===== src/rtl/serial_ctrl_consts.vh =====
/*
 * Constants for the serial unit control block: register byte offsets,
 * control field positions, reset values and baud timing figures.
 * Assumes inclusion by its bare name from the design file.
 */
// Function
// - Unit enable low disables unit and floats both serial pins.
// - Disable empties buffer, drops pending character, resets baud counter.
// - Disable clears enables, break, errors, receive-full; sets idle/empty flags.
// - Disable aborts transfers at once; re-enable resumes same configuration.
// - Unit active only with unit enable and serial mode select both set.
// - Nine-bit select picks 8 or 9 bit frames; ninth bits in own fields.
// - Parity enable switches parity generation and checking.
// - Parity odd select: 0 even parity, 1 odd parity.
// - Two-stop select: transmitter sends one or two stop bits.
// - Break send: finish buffered data, then low at least 13 bits until cleared.
// - Clearing transmitter enable aborts and resets transmitter, floats pin.
// - Transmit pin driven only with transmitter, unit and mode bits set.
// - Clearing receiver enable aborts and resets receiver and its buffer.
// - Receive pin sampled only with receiver, unit and mode bits set.
// - Baud high speed bit picks high or low speed with divisor.
// - With address detect, top data bit set marks address word, raises request.
// - With address detect, word with address bit clear is dropped silently.
// - Receive falling edge wakes only with clock stopped and wake enable set.
// - Receive irq enable routes overrun or receive-full onto the request.
// - Transmit-idle irq enable routes transmit-idle flag onto the request.
// - Transmit-empty irq enable routes transmit-empty flag onto the request.
// - Control bits reset to zero; receive ninth read-only, transmit ninth write-only.
// - Free running 8-bit baud timer: clock over 64 or 16 times divisor plus one.
// - Data sent and received LSB first, shared format and bit rate.
// - Status read then data access clears receive error flags.
`ifndef SERIAL_CTRL_CONSTS_VH
`define SERIAL_CTRL_CONSTS_VH

// ****************************************
// Register byte offsets
// ****************************************
`define OFS_FRAME_CTRL   8'h00
`define OFS_DIR_IRQ_CTRL 8'h04
`define OFS_STATUS       8'h08
`define OFS_DATA         8'h0c
`define OFS_BAUD_DIV     8'h10
`define OFS_MODE         8'h14

// ****************************************
// Field positions
// ****************************************
`define FC_UNIT_EN   7
`define FC_NINE      6
`define FC_PAR_EN    5
`define FC_PAR_ODD   4
`define FC_TWO_STOP  3
`define FC_BRK       2
`define FC_RX9       1
`define FC_TX9       0
`define DC_TX_EN     7
`define DC_RX_EN     6
`define DC_HS        5
`define DC_ADDR_EN   4
`define DC_WAKE_EN   3
`define DC_RX_IE     2
`define DC_TRANSMIT_IDLE_FLAG_IE  1
`define DC_TEMPTY_IE 0

// ****************************************
// Reset values and timing
// ****************************************
`define FRAME_CTRL_RST 8'h00
`define DIR_CTRL_RST   8'h00
`define BAUD_DIV_RST   8'h00
`define TICKS_LOW      7'd64
`define TICKS_HIGH     7'd16
`define BRK_BITS       4'd13

`endif


===== src/rtl/serial_ctrl.v =====
/*
 * Serial unit control block: two control registers, status, data and
 * divisor registers on APB, baud generator, transmitter and receiver.
 * Assumes a 50 MHz mclk, rx_i synchronous to mclk, and an outside pad
 * that floats the pins when the enables are low.
 */
// Added by the designer: the register offsets and register access over APB.
`timescale 1ns/1ps
`include "serial_ctrl_consts.vh"

module serial_ctrl (
	input  wire        mclk,        // System clock
	input  wire        rst_n,       // Async reset, active low
	input  wire [7:0]  paddr,       // APB address
	input  wire        psel,        // APB select
	input  wire        penable,     // APB enable
	input  wire        pwrite,      // APB direction
	input  wire [31:0] pwdata,      // APB write data
	output reg  [31:0] prdata,      // APB read data
	output wire        pready,      // APB ready
	output reg         pslverr,     // APB error, unmapped address
	output wire        tx_o,        // Transmit pin level
	output wire        tx_oe,       // Transmit pin drive enable
	input  wire        rx_i,        // Receive pin level
	output wire        rx_claim,    // Receive pin owned by unit
	input  wire        clk_stopped, // Fast clock stopped
	output wire        wake_req,    // Receive edge wake-up request
	output wire        irq          // Shared serial interrupt request
);

	// ****************************************
	// State codes
	// ****************************************
	localparam [5:0] T_IDLE  = 6'h01;
	localparam [5:0] T_START = 6'h02;
	localparam [5:0] T_DATA  = 6'h04;
	localparam [5:0] T_PAR   = 6'h08;
	localparam [5:0] T_STOP  = 6'h10;
	localparam [5:0] T_BRK   = 6'h20;
	localparam [4:0] R_IDLE  = 5'h01;
	localparam [4:0] R_START = 5'h02;
	localparam [4:0] R_DATA  = 5'h04;
	localparam [4:0] R_PAR   = 5'h08;
	localparam [4:0] R_STOP  = 5'h10;

	// ****************************************
	// Declarations
	// ****************************************
	reg  [7:0] fc_r;        // Frame control, rx9 and tx9 kept apart
	reg        rx9_r;
	reg  [7:0] dc_r;
	reg  [7:0] div_r;
	reg        mode_r;
	reg  [7:0] hold_r;
	reg        hold9_r;
	reg        hold_full_r;
	reg  [7:0] rdata_r;
	reg        receive_full_flag_r;
	reg        overrun_flag_r;
	reg        framing_flag_r;
	reg        parity_fail_flag_r;
	reg        nf_r;
	reg        stat_rd_r;
	reg        wake_r;
	reg        rx_prev_r;
	reg  [7:0] bcnt_r;
	reg  [5:0] t_st_r;
	reg  [6:0] t_ph_r;
	reg  [3:0] t_cnt_r;
	reg  [8:0] t_sh_r;
	reg        t_par_r;
	reg        line_r;
	reg  [4:0] r_st_r;
	reg  [6:0] r_ph_r;
	reg  [3:0] r_cnt_r;
	reg  [8:0] r_sh_r;
	reg        r_par_r;
	reg        r_parity_fail_flag_r;
	reg        r_nz_r;
	reg  [1:0] smp_r;
	wire       unit_en;
	wire       active;
	wire       tx_act;
	wire       rx_act;
	wire       tick;
	wire [6:0] per;
	wire [6:0] mid;
	wire       t_end;
	wire       r_evt;
	wire       r_bit;
	wire       r_noisy;
	wire [3:0] nbits;
	wire [8:0] word9;
	wire       addr_bit;
	wire       wr;
	wire       rd;
	wire       mapped;
	wire       data_acc;
	wire       transmit_idle_flag;
	wire       transmit_empty_flag;
	wire       receive_idle_flag;
	wire [7:0] status;
	wire       r_done;
	wire       r_keep;

	// ****************************************
	// Activity and pins
	// ****************************************
	assign unit_en  = fc_r[`FC_UNIT_EN];
	assign active   = unit_en & mode_r;
	assign tx_act   = active & dc_r[`DC_TX_EN];
	assign rx_act   = active & dc_r[`DC_RX_EN];
	assign tx_oe    = tx_act;
	assign tx_o     = line_r;
	assign rx_claim = rx_act;

	// Status flags
	assign transmit_empty_flag   = ~hold_full_r;
	assign transmit_idle_flag  = transmit_empty_flag & t_st_r[0] & ~fc_r[`FC_BRK];
	assign receive_idle_flag  = r_st_r[0];
	assign status = {parity_fail_flag_r, nf_r, framing_flag_r, overrun_flag_r, receive_idle_flag, receive_full_flag_r, transmit_idle_flag, transmit_empty_flag};

	// Shared request, OR of enabled sources
	assign irq = (dc_r[`DC_RX_IE] & (receive_full_flag_r | overrun_flag_r | wake_r))
		| (dc_r[`DC_TRANSMIT_IDLE_FLAG_IE] & transmit_idle_flag)
		| (dc_r[`DC_TEMPTY_IE] & transmit_empty_flag);
	assign wake_req = wake_r;

	// ****************************************
	// APB slave, zero wait states
	// ****************************************
	assign pready   = 1'b1;
	assign wr       = psel & penable & pwrite;
	assign rd       = psel & penable & ~pwrite;
	assign mapped   = (paddr == `OFS_FRAME_CTRL) | (paddr == `OFS_DIR_IRQ_CTRL)
		| (paddr == `OFS_STATUS) | (paddr == `OFS_DATA)
		| (paddr == `OFS_BAUD_DIV) | (paddr == `OFS_MODE);
	assign data_acc = psel & penable & (paddr == `OFS_DATA);

	// Read data and error latched in the setup cycle
	always @(posedge mclk or negedge rst_n) begin
		if (!rst_n) begin
			prdata  <= 32'h0000_0000;
			pslverr <= 1'b0;
		end else if (psel & ~penable) begin
			pslverr <= ~mapped;
			case (paddr)
				`OFS_FRAME_CTRL:   prdata <= {24'h00_0000, fc_r[7:2], rx9_r, 1'b0};
				`OFS_DIR_IRQ_CTRL: prdata <= {24'h00_0000, dc_r};
				`OFS_STATUS:       prdata <= {24'h00_0000, status};
				`OFS_DATA:         prdata <= {24'h00_0000, rdata_r};
				`OFS_BAUD_DIV:     prdata <= {24'h00_0000, div_r};
				`OFS_MODE:         prdata <= {31'h0000_0000, mode_r};
				default:           prdata <= 32'h0000_0000;
			endcase
		end
	end

	// Control registers; disable holds enables and break cleared
	always @(posedge mclk or negedge rst_n) begin
		if (!rst_n) begin
			fc_r   <= `FRAME_CTRL_RST;
			dc_r   <= `DIR_CTRL_RST;
			div_r  <= `BAUD_DIV_RST;
			mode_r <= 1'b0;
		end else begin
			if (wr && paddr == `OFS_FRAME_CTRL) begin
				fc_r <= {pwdata[7:2], 1'b0, pwdata[0]};
			end
			if (wr && paddr == `OFS_DIR_IRQ_CTRL) begin
				dc_r <= pwdata[7:0];
			end
			if (wr && paddr == `OFS_BAUD_DIV) begin
				div_r <= pwdata[7:0];
			end
			if (wr && paddr == `OFS_MODE) begin
				mode_r <= pwdata[0];
			end
			if (!unit_en) begin
				fc_r[`FC_BRK]   <= 1'b0;
				dc_r[`DC_TX_EN] <= 1'b0;
				dc_r[`DC_RX_EN] <= 1'b0;
			end
		end
	end

	// ****************************************
	// Baud generator
	// ****************************************
	assign per  = dc_r[`DC_HS] ? `TICKS_HIGH : `TICKS_LOW;
	assign mid  = {1'b0, per[6:1]};
	assign tick = (bcnt_r == 8'h00);

	// Free running divisor timer, reset while disabled
	always @(posedge mclk or negedge rst_n) begin
		if (!rst_n) begin
			bcnt_r <= 8'h00;
		end else if (!unit_en) begin
			bcnt_r <= 8'h00;
		end else if (tick) begin
			bcnt_r <= div_r;
		end else begin
			bcnt_r <= bcnt_r - 8'h01;
		end
	end

	assign nbits = fc_r[`FC_NINE] ? 4'd9 : 4'd8;

	// ****************************************
	// Transmitter
	// ****************************************
	assign t_end = tick & (t_ph_r == per - 7'd1);

	// Holding buffer loaded by data writes
	always @(posedge mclk or negedge rst_n) begin
		if (!rst_n) begin
			hold_r      <= 8'h00;
			hold9_r     <= 1'b0;
			hold_full_r <= 1'b0;
		end else if (!tx_act) begin
			hold_full_r <= 1'b0;
		end else if (wr && paddr == `OFS_DATA) begin
			hold_r      <= pwdata[7:0];
			hold9_r     <= fc_r[`FC_TX9];
			hold_full_r <= 1'b1;
		end else if (t_st_r[0]) begin
			hold_full_r <= 1'b0;
		end
	end

	// Transmit sequencer
	always @(posedge mclk or negedge rst_n) begin
		if (!rst_n) begin
			t_st_r  <= T_IDLE;
			t_ph_r  <= 7'd0;
			t_cnt_r <= 4'd0;
			t_sh_r  <= 9'h000;
			t_par_r <= 1'b0;
			line_r  <= 1'b1;
		end else if (!tx_act) begin
			t_st_r <= T_IDLE;
			line_r <= 1'b1;
		end else begin
			if (tick) begin
				t_ph_r <= t_end ? 7'd0 : t_ph_r + 7'd1;
			end
			case (t_st_r)
				T_IDLE: begin
					line_r  <= 1'b1;
					t_ph_r  <= 7'd0;
					t_cnt_r <= 4'd0;
					if (hold_full_r) begin
						t_sh_r  <= {hold9_r, hold_r};
						t_par_r <= (fc_r[`FC_NINE] & hold9_r) ^ (^hold_r)
							^ fc_r[`FC_PAR_ODD];
						line_r  <= 1'b0;
						t_st_r  <= T_START;
					end else if (fc_r[`FC_BRK]) begin
						line_r <= 1'b0;
						t_st_r <= T_BRK;
					end
				end
				T_START: begin
					if (t_end) begin
						line_r <= t_sh_r[0];
						t_st_r <= T_DATA;
					end
				end
				T_DATA: begin
					if (t_end) begin
						t_sh_r  <= {1'b0, t_sh_r[8:1]};
						t_cnt_r <= t_cnt_r + 4'd1;
						if (t_cnt_r == nbits - 4'd1) begin
							t_cnt_r <= 4'd0;
							if (fc_r[`FC_PAR_EN]) begin
								line_r <= t_par_r;
								t_st_r <= T_PAR;
							end else begin
								line_r <= 1'b1;
								t_st_r <= T_STOP;
							end
						end else begin
							line_r <= t_sh_r[1];
						end
					end
				end
				T_PAR: begin
					if (t_end) begin
						line_r <= 1'b1;
						t_st_r <= T_STOP;
					end
				end
				T_STOP: begin
					if (t_end) begin
						if (fc_r[`FC_TWO_STOP] && t_cnt_r == 4'd0) begin
							t_cnt_r <= 4'd1;
						end else begin
							t_st_r <= T_IDLE;
						end
					end
				end
				T_BRK: begin
					line_r <= 1'b0;
					if (t_end && t_cnt_r != `BRK_BITS) begin
						t_cnt_r <= t_cnt_r + 4'd1;
					end
					if (t_cnt_r == `BRK_BITS && !fc_r[`FC_BRK]) begin
						line_r <= 1'b1;
						t_st_r <= T_IDLE;
					end
				end
				default: begin
					t_st_r <= T_IDLE;
				end
			endcase
		end
	end

	// ****************************************
	// Receiver
	// ****************************************
	assign r_evt    = tick & (r_ph_r == mid + 7'd1);
	assign r_bit    = (smp_r[0] & smp_r[1]) | (smp_r[0] & rx_i) | (smp_r[1] & rx_i);
	assign r_noisy  = ~((smp_r[0] == smp_r[1]) & (smp_r[1] == rx_i));
	assign r_done   = r_evt & r_st_r[4];
	assign word9    = fc_r[`FC_NINE] ? r_sh_r : {1'b0, r_sh_r[8:1]};
	assign addr_bit = fc_r[`FC_NINE] ? word9[8] : word9[7];
	assign r_keep   = ~dc_r[`DC_ADDR_EN] | addr_bit;

	// Receive sequencer with three-sample majority vote
	always @(posedge mclk or negedge rst_n) begin
		if (!rst_n) begin
			r_st_r   <= R_IDLE;
			r_ph_r   <= 7'd0;
			r_cnt_r  <= 4'd0;
			r_sh_r   <= 9'h000;
			r_par_r  <= 1'b0;
			r_parity_fail_flag_r <= 1'b0;
			r_nz_r   <= 1'b0;
			smp_r    <= 2'b11;
		end else if (!rx_act) begin
			r_st_r <= R_IDLE;
		end else begin
			if (tick) begin
				r_ph_r <= (r_ph_r == per - 7'd1) ? 7'd0 : r_ph_r + 7'd1;
				if (r_ph_r == mid - 7'd1) begin
					smp_r[0] <= rx_i;
				end
				if (r_ph_r == mid) begin
					smp_r[1] <= rx_i;
				end
			end
			if (r_evt && !r_st_r[0]) begin
				r_nz_r <= r_nz_r | r_noisy;
			end
			case (r_st_r)
				R_IDLE: begin
					r_ph_r <= 7'd0;
					if (rx_prev_r && !rx_i) begin
						r_cnt_r  <= 4'd0;
						r_par_r  <= 1'b0;
						r_parity_fail_flag_r <= 1'b0;
						r_nz_r   <= 1'b0;
						r_st_r   <= R_START;
					end
				end
				R_START: begin
					if (r_evt) begin
						r_st_r <= r_bit ? R_IDLE : R_DATA;
					end
				end
				R_DATA: begin
					if (r_evt) begin
						r_sh_r  <= {r_bit, r_sh_r[8:1]};
						r_par_r <= r_par_r ^ r_bit;
						r_cnt_r <= r_cnt_r + 4'd1;
						if (r_cnt_r == nbits - 4'd1) begin
							r_st_r <= fc_r[`FC_PAR_EN] ? R_PAR : R_STOP;
						end
					end
				end
				R_PAR: begin
					if (r_evt) begin
						r_parity_fail_flag_r <= (r_par_r ^ r_bit) != fc_r[`FC_PAR_ODD];
						r_st_r   <= R_STOP;
					end
				end
				R_STOP: begin
					if (r_evt) begin
						r_st_r <= R_IDLE;
					end
				end
				default: begin
					r_st_r <= R_IDLE;
				end
			endcase
		end
	end

	// ****************************************
	// Receive buffer, flags and clear sequence
	// ****************************************
	always @(posedge mclk or negedge rst_n) begin
		if (!rst_n) begin
			rdata_r   <= 8'h00;
			rx9_r     <= 1'b0;
			receive_full_flag_r    <= 1'b0;
			overrun_flag_r    <= 1'b0;
			framing_flag_r    <= 1'b0;
			parity_fail_flag_r    <= 1'b0;
			nf_r      <= 1'b0;
			stat_rd_r <= 1'b0;
		end else if (!rx_act) begin
			receive_full_flag_r    <= 1'b0;
			overrun_flag_r    <= 1'b0;
			framing_flag_r    <= 1'b0;
			parity_fail_flag_r    <= 1'b0;
			nf_r      <= 1'b0;
			stat_rd_r <= 1'b0;
		end else begin
			if (rd && paddr == `OFS_STATUS) begin
				stat_rd_r <= 1'b1;
			end
			// Clear first so a same-cycle set wins
			if (data_acc && stat_rd_r) begin
				stat_rd_r <= 1'b0;
				overrun_flag_r    <= 1'b0;
				framing_flag_r    <= 1'b0;
				parity_fail_flag_r    <= 1'b0;
				nf_r      <= 1'b0;
				if (!pwrite) begin
					receive_full_flag_r <= 1'b0;
				end
			end
			if (r_done && r_keep) begin
				if (receive_full_flag_r && !(data_acc && stat_rd_r && !pwrite)) begin
					overrun_flag_r <= 1'b1;
				end else begin
					rdata_r <= word9[7:0];
					rx9_r   <= word9[8];
					receive_full_flag_r  <= 1'b1;
					framing_flag_r  <= ~r_bit;
					parity_fail_flag_r  <= r_parity_fail_flag_r & fc_r[`FC_PAR_EN];
					nf_r    <= r_nz_r | r_noisy;
				end
			end
		end
	end

	// ****************************************
	// Wake-up on receive falling edge
	// ****************************************
	always @(posedge mclk or negedge rst_n) begin
		if (!rst_n) begin
			rx_prev_r <= 1'b1;
			wake_r    <= 1'b0;
		end else begin
			rx_prev_r <= rx_i;
			if (!clk_stopped || !dc_r[`DC_WAKE_EN]) begin
				wake_r <= 1'b0;
			end else if (rx_prev_r && !rx_i) begin
				wake_r <= 1'b1;
			end
		end
	end

endmodule


===== config.mk =====
export PLATFORM = sky130hd
export DESIGN_NAME = serial_ctrl
export DESIGN_NICKNAME = d
export VERILOG_FILES = /design/src/rtl/serial_ctrl.v
export VERILOG_INCLUDE_DIRS = /design/src /design/src/rtl
export SDC_FILE = /design/constraint.sdc
export NUM_CORES = 1
export LEC_CHECK = 0
export ABC_AREA = 1
export BUFFER_PORTS_ARGS = -buffer_cell sky130_fd_sc_hd__clkbuf_2
export CAP_MARGIN = 20
export CORE_MARGIN = 1.5
export CORE_UTILIZATION = 53
export DETAILED_ROUTE_END_ITERATION = 8
export PLACE_DENSITY = 0.77
export SYNTH_ARGS = -nofsm -noshare
export SYNTH_HDL_FRONTEND = slang
export SYNTH_SLANG_ARGS = --single-unit

===== constraint.sdc =====
create_clock -name mclk -period 1.7 [get_ports mclk]
set_input_delay 0.255 -clock mclk [delete_from_list [all_inputs] [get_ports mclk]]
set_output_delay 0.255 -clock mclk [all_outputs]
set_load 0.1 [all_outputs]

==> results.tsv, run 1 <==
metric	value	unit
status	complete, but fails checks	
violations	setup timing	
critPathMaxStageDelay	0.39	ns
ant_nets	0	
worstMarginPinSlew	0.5495	ns
start_util	0.5423	
finalMaxSlewViolations	0	
grt_max_degree	32	
ff2ff_path_depth	12	
cts_inserted_buffers	17	
arrival	2.13	ns
worstHoldStart	clk_stopped	
final_cell_mix	264 x nand2_1, 118 x dfrtp_1, 96 x inv_1, 88 x buf_4, 73 x nor2_1	
critPathRequiredTime	2.01	ns
hold_depth	2	
cp_cell_sequence	inv_1, ha_2, nand2_2, nor2_4, inv_4, nor2_4, nand2_4, nor2_4, buf_12, nand2_8, nand2_4, o21ai_2	
grt_pass1_vias	6327	
startpoint_type	flop	
synth_seq_cells	126	
leakage	4.718	nW
wl_per_cell	14.73	um
met3_length	1.202	mm
grt_use_total	0.2649	
rsz0062_at_grt	true	
finalSetupTns	-3.041	ns
ios	86	
cp_slowest_cell	dfrtp_1	
worstPathMaxFanout	5	
synthesis.area	0.007182	sq mm
clk_pin_slew	0.06	ns
core-area	0.01324	sq mm
antenna_found_initial	0	
overflow	0	
drt_pass1_iterations	6	
tritoncts	done	
worstSkewPairLatency	0.43	ns
fp.dieW	119.4	um
cts.sinks	126	
dp_hpwl	12.66	mm
worstSetupPathType	flop to flop	
die_area	0.01426	sq mm
final_layout_size_suffix_gt1_frac	0.2692	
fp.dieH	119.4	um
finalPower	7.102	mW
cts_root_buf	clkbuf_16	
wirelength	18.90	mm
syn_area_per_cell	7.576	sq um
fin_ws	-0.1118	ns
hold_viol	0	
setup_viol	45	
period_share	1.066	
rr_endpoint	r_sh_r[6]	
cap_viol_max_count	0	
drt_iter0_markers	554	
syn_inst	948	
period_minus_slack	1.812	ns
slew_headroom	0.6352	
cts_htree_levels	4	
clock_path_buffers	2	
met2_length	9.350	mm
gp_congestion	0.9214	
seq_area_frac_synth	0.4401	
mostFrequentLayoutCell	nand2_1	
dp_cells	1212	
crit_top_cell	nor2_4	
viasPerCell	5.368	
std_cell_rows	42	
maxUsedRoutingLayer	met4	
io_buffers	36	
final_cell_count_no_fill	1283	
r2r_setup_slack	-0.11	ns
fin_nets	1152	
whs_endpoint	wake_req	
wl_met1	7.768	mm
areaGrowthSynthToFinish	30.23	%
ys_types	43	
vias	6887	
holdCritPathClass	primary input to flop	
num-fill-cells	954	
grt_pass1_wl	29.50	mm
ir_worst_vdd	0.001084	V
p_per_area	759.3	mW/mm^2
antenna_cells	0	
reg2reg_from	bcnt_r[1]	
synth-warning-count	0	
clock_skew	0.008394	ns
end_kind	flop	
max_freq	0.5519	GHz
drc	0	
timing repair:
action / CTS / global route
gates resized for setup: 43 / 67
hold buffers: 2 / 0
setup buffers: 15 / 19
endpoints found under the setup margin: 50 / 71
cloned: 2 / 1
hold endpoints to repair: 23 / 0
pin swaps: 7 / 22
area by class of cell:
cell class | instances | area [sq um] | share of cell area
timing repair buffer | 144 | 1177 | 0.1259
sequential | 126 | 3163 | 0.3382
clock inverter | 14 | 145.1 | 0.01552
clock buffer | 18 | 439.2 | 0.04696
inverter | 110 | 420.4 | 0.04495
tap | 176 | 220.2 | 0.02355
multi-input combinational | 695 | 3787 | 0.4049
cell families after synthesis:
kind of cell	after synthesis	share of synthesized area
XOR/XNOR	18	0.02195
multiplexers	9	0.01272
buffers and inverters	152	0.09669
AO/OA/AOI/OAI	142	0.1117
AND/OR/NAND/NOR	488	0.2967
flip-flops	126	0.4401
other	2	0.001046
adder cells (fa/ha/maj)	11	0.01916
worst max-delay path: cells and delay by family (launching register included):
family                     cells  cell delay, ns
and+or+nand+nor                7            0.78
AOI/OAI and AO/OA              1            0.05
adders and majority gates      1            0.19
DFF                            1            0.39
buffers and inverters          3            0.30
synth_stat cells, drive strengths merged:
| cell type | instances | area share |
|---|---|---|
| inv | 108 | 0.056 |
| dfstp | 6 | 0.022 |
| nand3 | 56 | 0.042 |
| clkbuf | 5 | 0.0026 |
| nor3 | 7 | 0.0049 |
| o21ai | 100 | 0.076 |
| a21oi | 28 | 0.020 |
| o211ai | 1 | 0.0030 |
| nor2 | 103 | 0.066 |
| conb | 2 | 0.0010 |
| buf | 37 | 0.037 |
| nand4 | 17 | 0.017 |
| and3 | 1 | 0.00087 |
| xor2 | 12 | 0.015 |
| clkinv | 2 | 0.0010 |
| nand2 | 294 | 0.16 |
| a31oi | 3 | 0.0026 |
| mux2i | 8 | 0.011 |
| ha | 11 | 0.019 |
| o22ai | 2 | 0.0017 |
| o221ai | 1 | 0.0012 |
| nand3b | 4 | 0.0042 |
| o211a | 1 | 0.0014 |
| mux2 | 1 | 0.0016 |
| a211oi | 1 | 0.0010 |
| or2 | 3 | 0.0026 |
| xnor2 | 6 | 0.0073 |
| nor4 | 3 | 0.0035 |
| dfrtp | 120 | 0.42 |
| o31ai | 5 | 0.0052 |
stage by stage:
stage | hold WS [ns] | instance area (sq um) | util | worst slack [ns]
2_1_floorplan | -0.04059 | 7287 | - | 0.02601
3_3_place_gp | 0.2091 | 8034 | 0.6067 | -0.08839
3_5_place_dp | 0.2062 | 8034 | 0.6067 | -0.08650
4_1_cts | 0.03707 | 8976 | 0.6778 | -0.04666
5_1_grt | 0.04697 | 9353 | 0.7063 | -0.2401
6_report | 0.04829 | 9353 | 0.7063 | -0.1118
per-layer routing:
layer	GRT usage	up-vias
met5	0	-
met4	0.1124	0
met3	0.05651	57
met2	0.4397	275
met1	0.3364	3253
li1	-	3302
where the power goes:
group	total [mW]	leakage [nW]	switching, mW	internal (mW)
sequential	3.03	1.71	0.0110	3.01
combinational	0.497	2.73	0.422	0.0742
clock	3.58	0.278	1.39	2.19
worst max path at each step:
stage / start / endpoint / depth (start not counted)
finish: bcnt_r[1] / r_sh_r[6] / 12
global route: bcnt_r[1] / parity_fail_flag_r / 11
CTS: wake_req / irq / 4
detailed placement: t_st_r[1] / t_cnt_r[0] / 8
global placement: bcnt_r[0] / t_st_r[4] / 10
floorplan: bcnt_r[0] / t_cnt_r[1] / 9
flip-flops by register name, summed over array words and instances, names as in the netlist, 8 cells and up:
signal and flops:
r_sh_r 9, bcnt_r 8, hold_r 8, prdata 8, div_r 8, rdata_r 8
dc_r 8, t_sh_r 9
Power figures use the tool's default switching activity.
==> inputs of run 2 (changes only) <==
--- a/config.mk
+++ b/config.mk
@@ -9,10 +9,12 @@
 export ABC_AREA = 1
 export BUFFER_PORTS_ARGS = -buffer_cell sky130_fd_sc_hd__clkbuf_2
 export CAP_MARGIN = 20
+export CELL_PAD_IN_SITES_DETAIL_PLACEMENT = 0
+export CELL_PAD_IN_SITES_GLOBAL_PLACEMENT = 2
 export CORE_MARGIN = 1.5
-export CORE_UTILIZATION = 53
+export CORE_UTILIZATION = 31
 export DETAILED_ROUTE_END_ITERATION = 8
-export PLACE_DENSITY = 0.77
+export PLACE_DENSITY_LB_ADDON = 0.1
 export SYNTH_ARGS = -nofsm -noshare
 export SYNTH_HDL_FRONTEND = slang
 export SYNTH_SLANG_ARGS = --single-unit
==> run 2 against run 1 <==
Compared with the run above:
- the flow still finishes with violations (setup timing)
- final cell count up 12%
- die area up 69%
- critical path depth unchanged
- via count down 3.7%
- maximum frequency up 0.19%
- flip-flop and latch count unchanged
- first-iteration DRC count down 52%
- non-clock buffer count up 44
==> results.tsv, run 2 (synthesized netlist as in run 1, its figures left out) <==
metric	value	unit
cap_viol_max_count	0	
std_cell_rows	55	
power.share.clock	0.519	
cts.sinks	126	
tritoncts	done	
ff2ff_path_depth	12	
p_per_area	734.0	mW/mm^2
net-switching-power	1.932	mW
holdWs	0.04841	ns
final_cell_mix	255 x nand2_1, 127 x buf_4, 115 x dfrtp_1, 97 x inv_1, 76 x nor2_1	
reg2reg_from	bcnt_r[1]	
setup_viol	38	
violations	setup timing	
grt_max_degree	44	
worstPathMaxFanout	7	
leakage	5.019	nW
cp_slowest_cell	dfrtp_1	
dp_slack	-0.1644	ns
arrival	2.17	ns
cts_inserted_buffers	17	
fin_util	0.4415	
seq_area	0.003167	sq mm
r2r_setup_slack	-0.11	ns
rr_endpoint	t_st_r[5]	
antenna_cells	0	
drc	0	
vias	6635	
grt_pass1_wl	35.34	mm
clock_skew	0.01005	ns
gp_congestion	0.8362	
ios	86	
critPathMaxStageDelay	0.39	ns
clock_path_buffers	2	
rsz0062_at_grt	true	
ant_nets	0	
dp_cells	1367	
slew_headroom	0.6333	
finalMaxSlewViolations	0	
viasPerCell	4.608	
cts_htree_levels	4	
multiInputGateArea	0.003951	sq mm
fp.dieH	155.2	um
ir_worst_vdd	0.0005358	V
period_share	1.064	
die_area	0.02409	sq mm
clk_pin_slew	0.06	ns
wirelength	21.69	mm
fin_ws	-0.1084	ns
areaGrowthSynthToFinish	39.62	%
final_cell_count_no_fill	1440	
core-area	0.02271	sq mm
p_int	5.428	mW
switching_share	0.2625	
antenna_found_initial	0	
top_regs	r_sh_r (9), t_sh_r (9)	
wl_per_cell	15.06	um
crit_path_start	bcnt_r[1]	
max_freq	0.5530	GHz
grt_pass1_vias	6545	
drt_iter0_markers	266	
dp_hpwl	15.90	mm
period_minus_slack	1.808	ns
worstSetupPathType	flop to flop	
comb_power_share	0.070	
final_layout_size_suffix_gt1_frac	0.3160	
hold_viol	0	
start_util	0.3163	
grt_use_total	0.1901	
critPathRequiredTime	2.06	ns
fin_nets	1200	
cts_root_buf	clkbuf_16	
crit_end	t_st_r[5]	
worstMarginPinSlew	0.5524	ns
worstSkewPairLatency	0.42	ns
cp_cell_sequence	inv_2, ha_4, nand2_4, nor2_4, buf_6, nand3_4, nand2_4, nor2_4, nor2_1, buf_4, nand3_2, nand2_1	
num-fill-cells	2321	
drt_pass1_iterations	7	
mostFrequentLayoutCell	nand2_1	
holdCritPathClass	primary input to flop	
overflow	0	
p_seq_frac	0.411	
startpoint_type	flop	
end_kind	flop	
io_buffers	36	
finalPower	7.360	mW
status	complete, but fails checks	
fp.dieW	155.2	um
-- run 2: worst min path at each step --
stage                            from        end  slack (ns)  depth (start not counted)
after floorplan                 rst_n  bcnt_r[0]       -0.04                          0
after global placement          rst_n  t_ph_r[0]        0.22                          1
after global routing      clk_stopped   wake_req        0.04                          2
final                     clk_stopped   wake_req        0.05                          2
after detailed placement        rst_n  t_ph_r[2]        0.22                          1
after CTS                 clk_stopped   wake_req        0.04                          2
-- run 2: final cells by class --
class,instances,share of cell area
Tap cell,285,0.03556
Multi-Input combinational cell,699,0.3941
Sequential cell,126,0.3158
Timing Repair Buffer,188,0.1506
Clock buffer,21,0.04792
Clock inverter,11,0.01285
Inverter,110,0.04317
-- run 2: power groups by stage --
stage | clock [mW] | sequential, mW | combinational [mW]
final | 3.82 | 3.02 | 0.517
after CTS | 3.92 | 3.02 | 0.520
after floorplan | 0 | 3.10 | 0.355
after global placement | 0 | 3.08 | 0.514
after detailed placement | 0 | 3.08 | 0.513
after global routing | 4.05 | 3.02 | 0.552
-- run 2: metal layers --
metal / GRT usage / wire length (um) / vias up
met5: 0 / 0 / -
met4: 0.03855 / 184 / 0
met3: 0.03259 / 564 / 14
met2: 0.3303 / 10910 / 87
met1: 0.2489 / 10030 / 3126
li1: - / - / 3408
-- run 2: through the flow --
stage	instance area [sq um]	setup TNS [ns]
final	10030	-1.719
after detailed placement	8532	-6.208
after global placement	8532	-4.928
after floorplan	7287	0
after CTS	9628	-2.315
after global routing	10030	-9.818
-- run 2: what timing repair did --
action | CTS | global route
endpoints found under the hold margin | 38 | 0
resized for setup | 82 | 65
setup endpoints to repair | 67 | 72
cloned | 6 | 1
hold buffers | 2 | 0
pin swaps | 38 | 37
buffers inserted | 11 | 21
-- run 2: worst max-delay path: cells and delay by family (launching register included) --
kind	cells	cell delay, ns
buffers and inverters	3	0.35
adders and majority gates	1	0.14
and+or+nand+nor	8	0.87
DFF	1	0.39
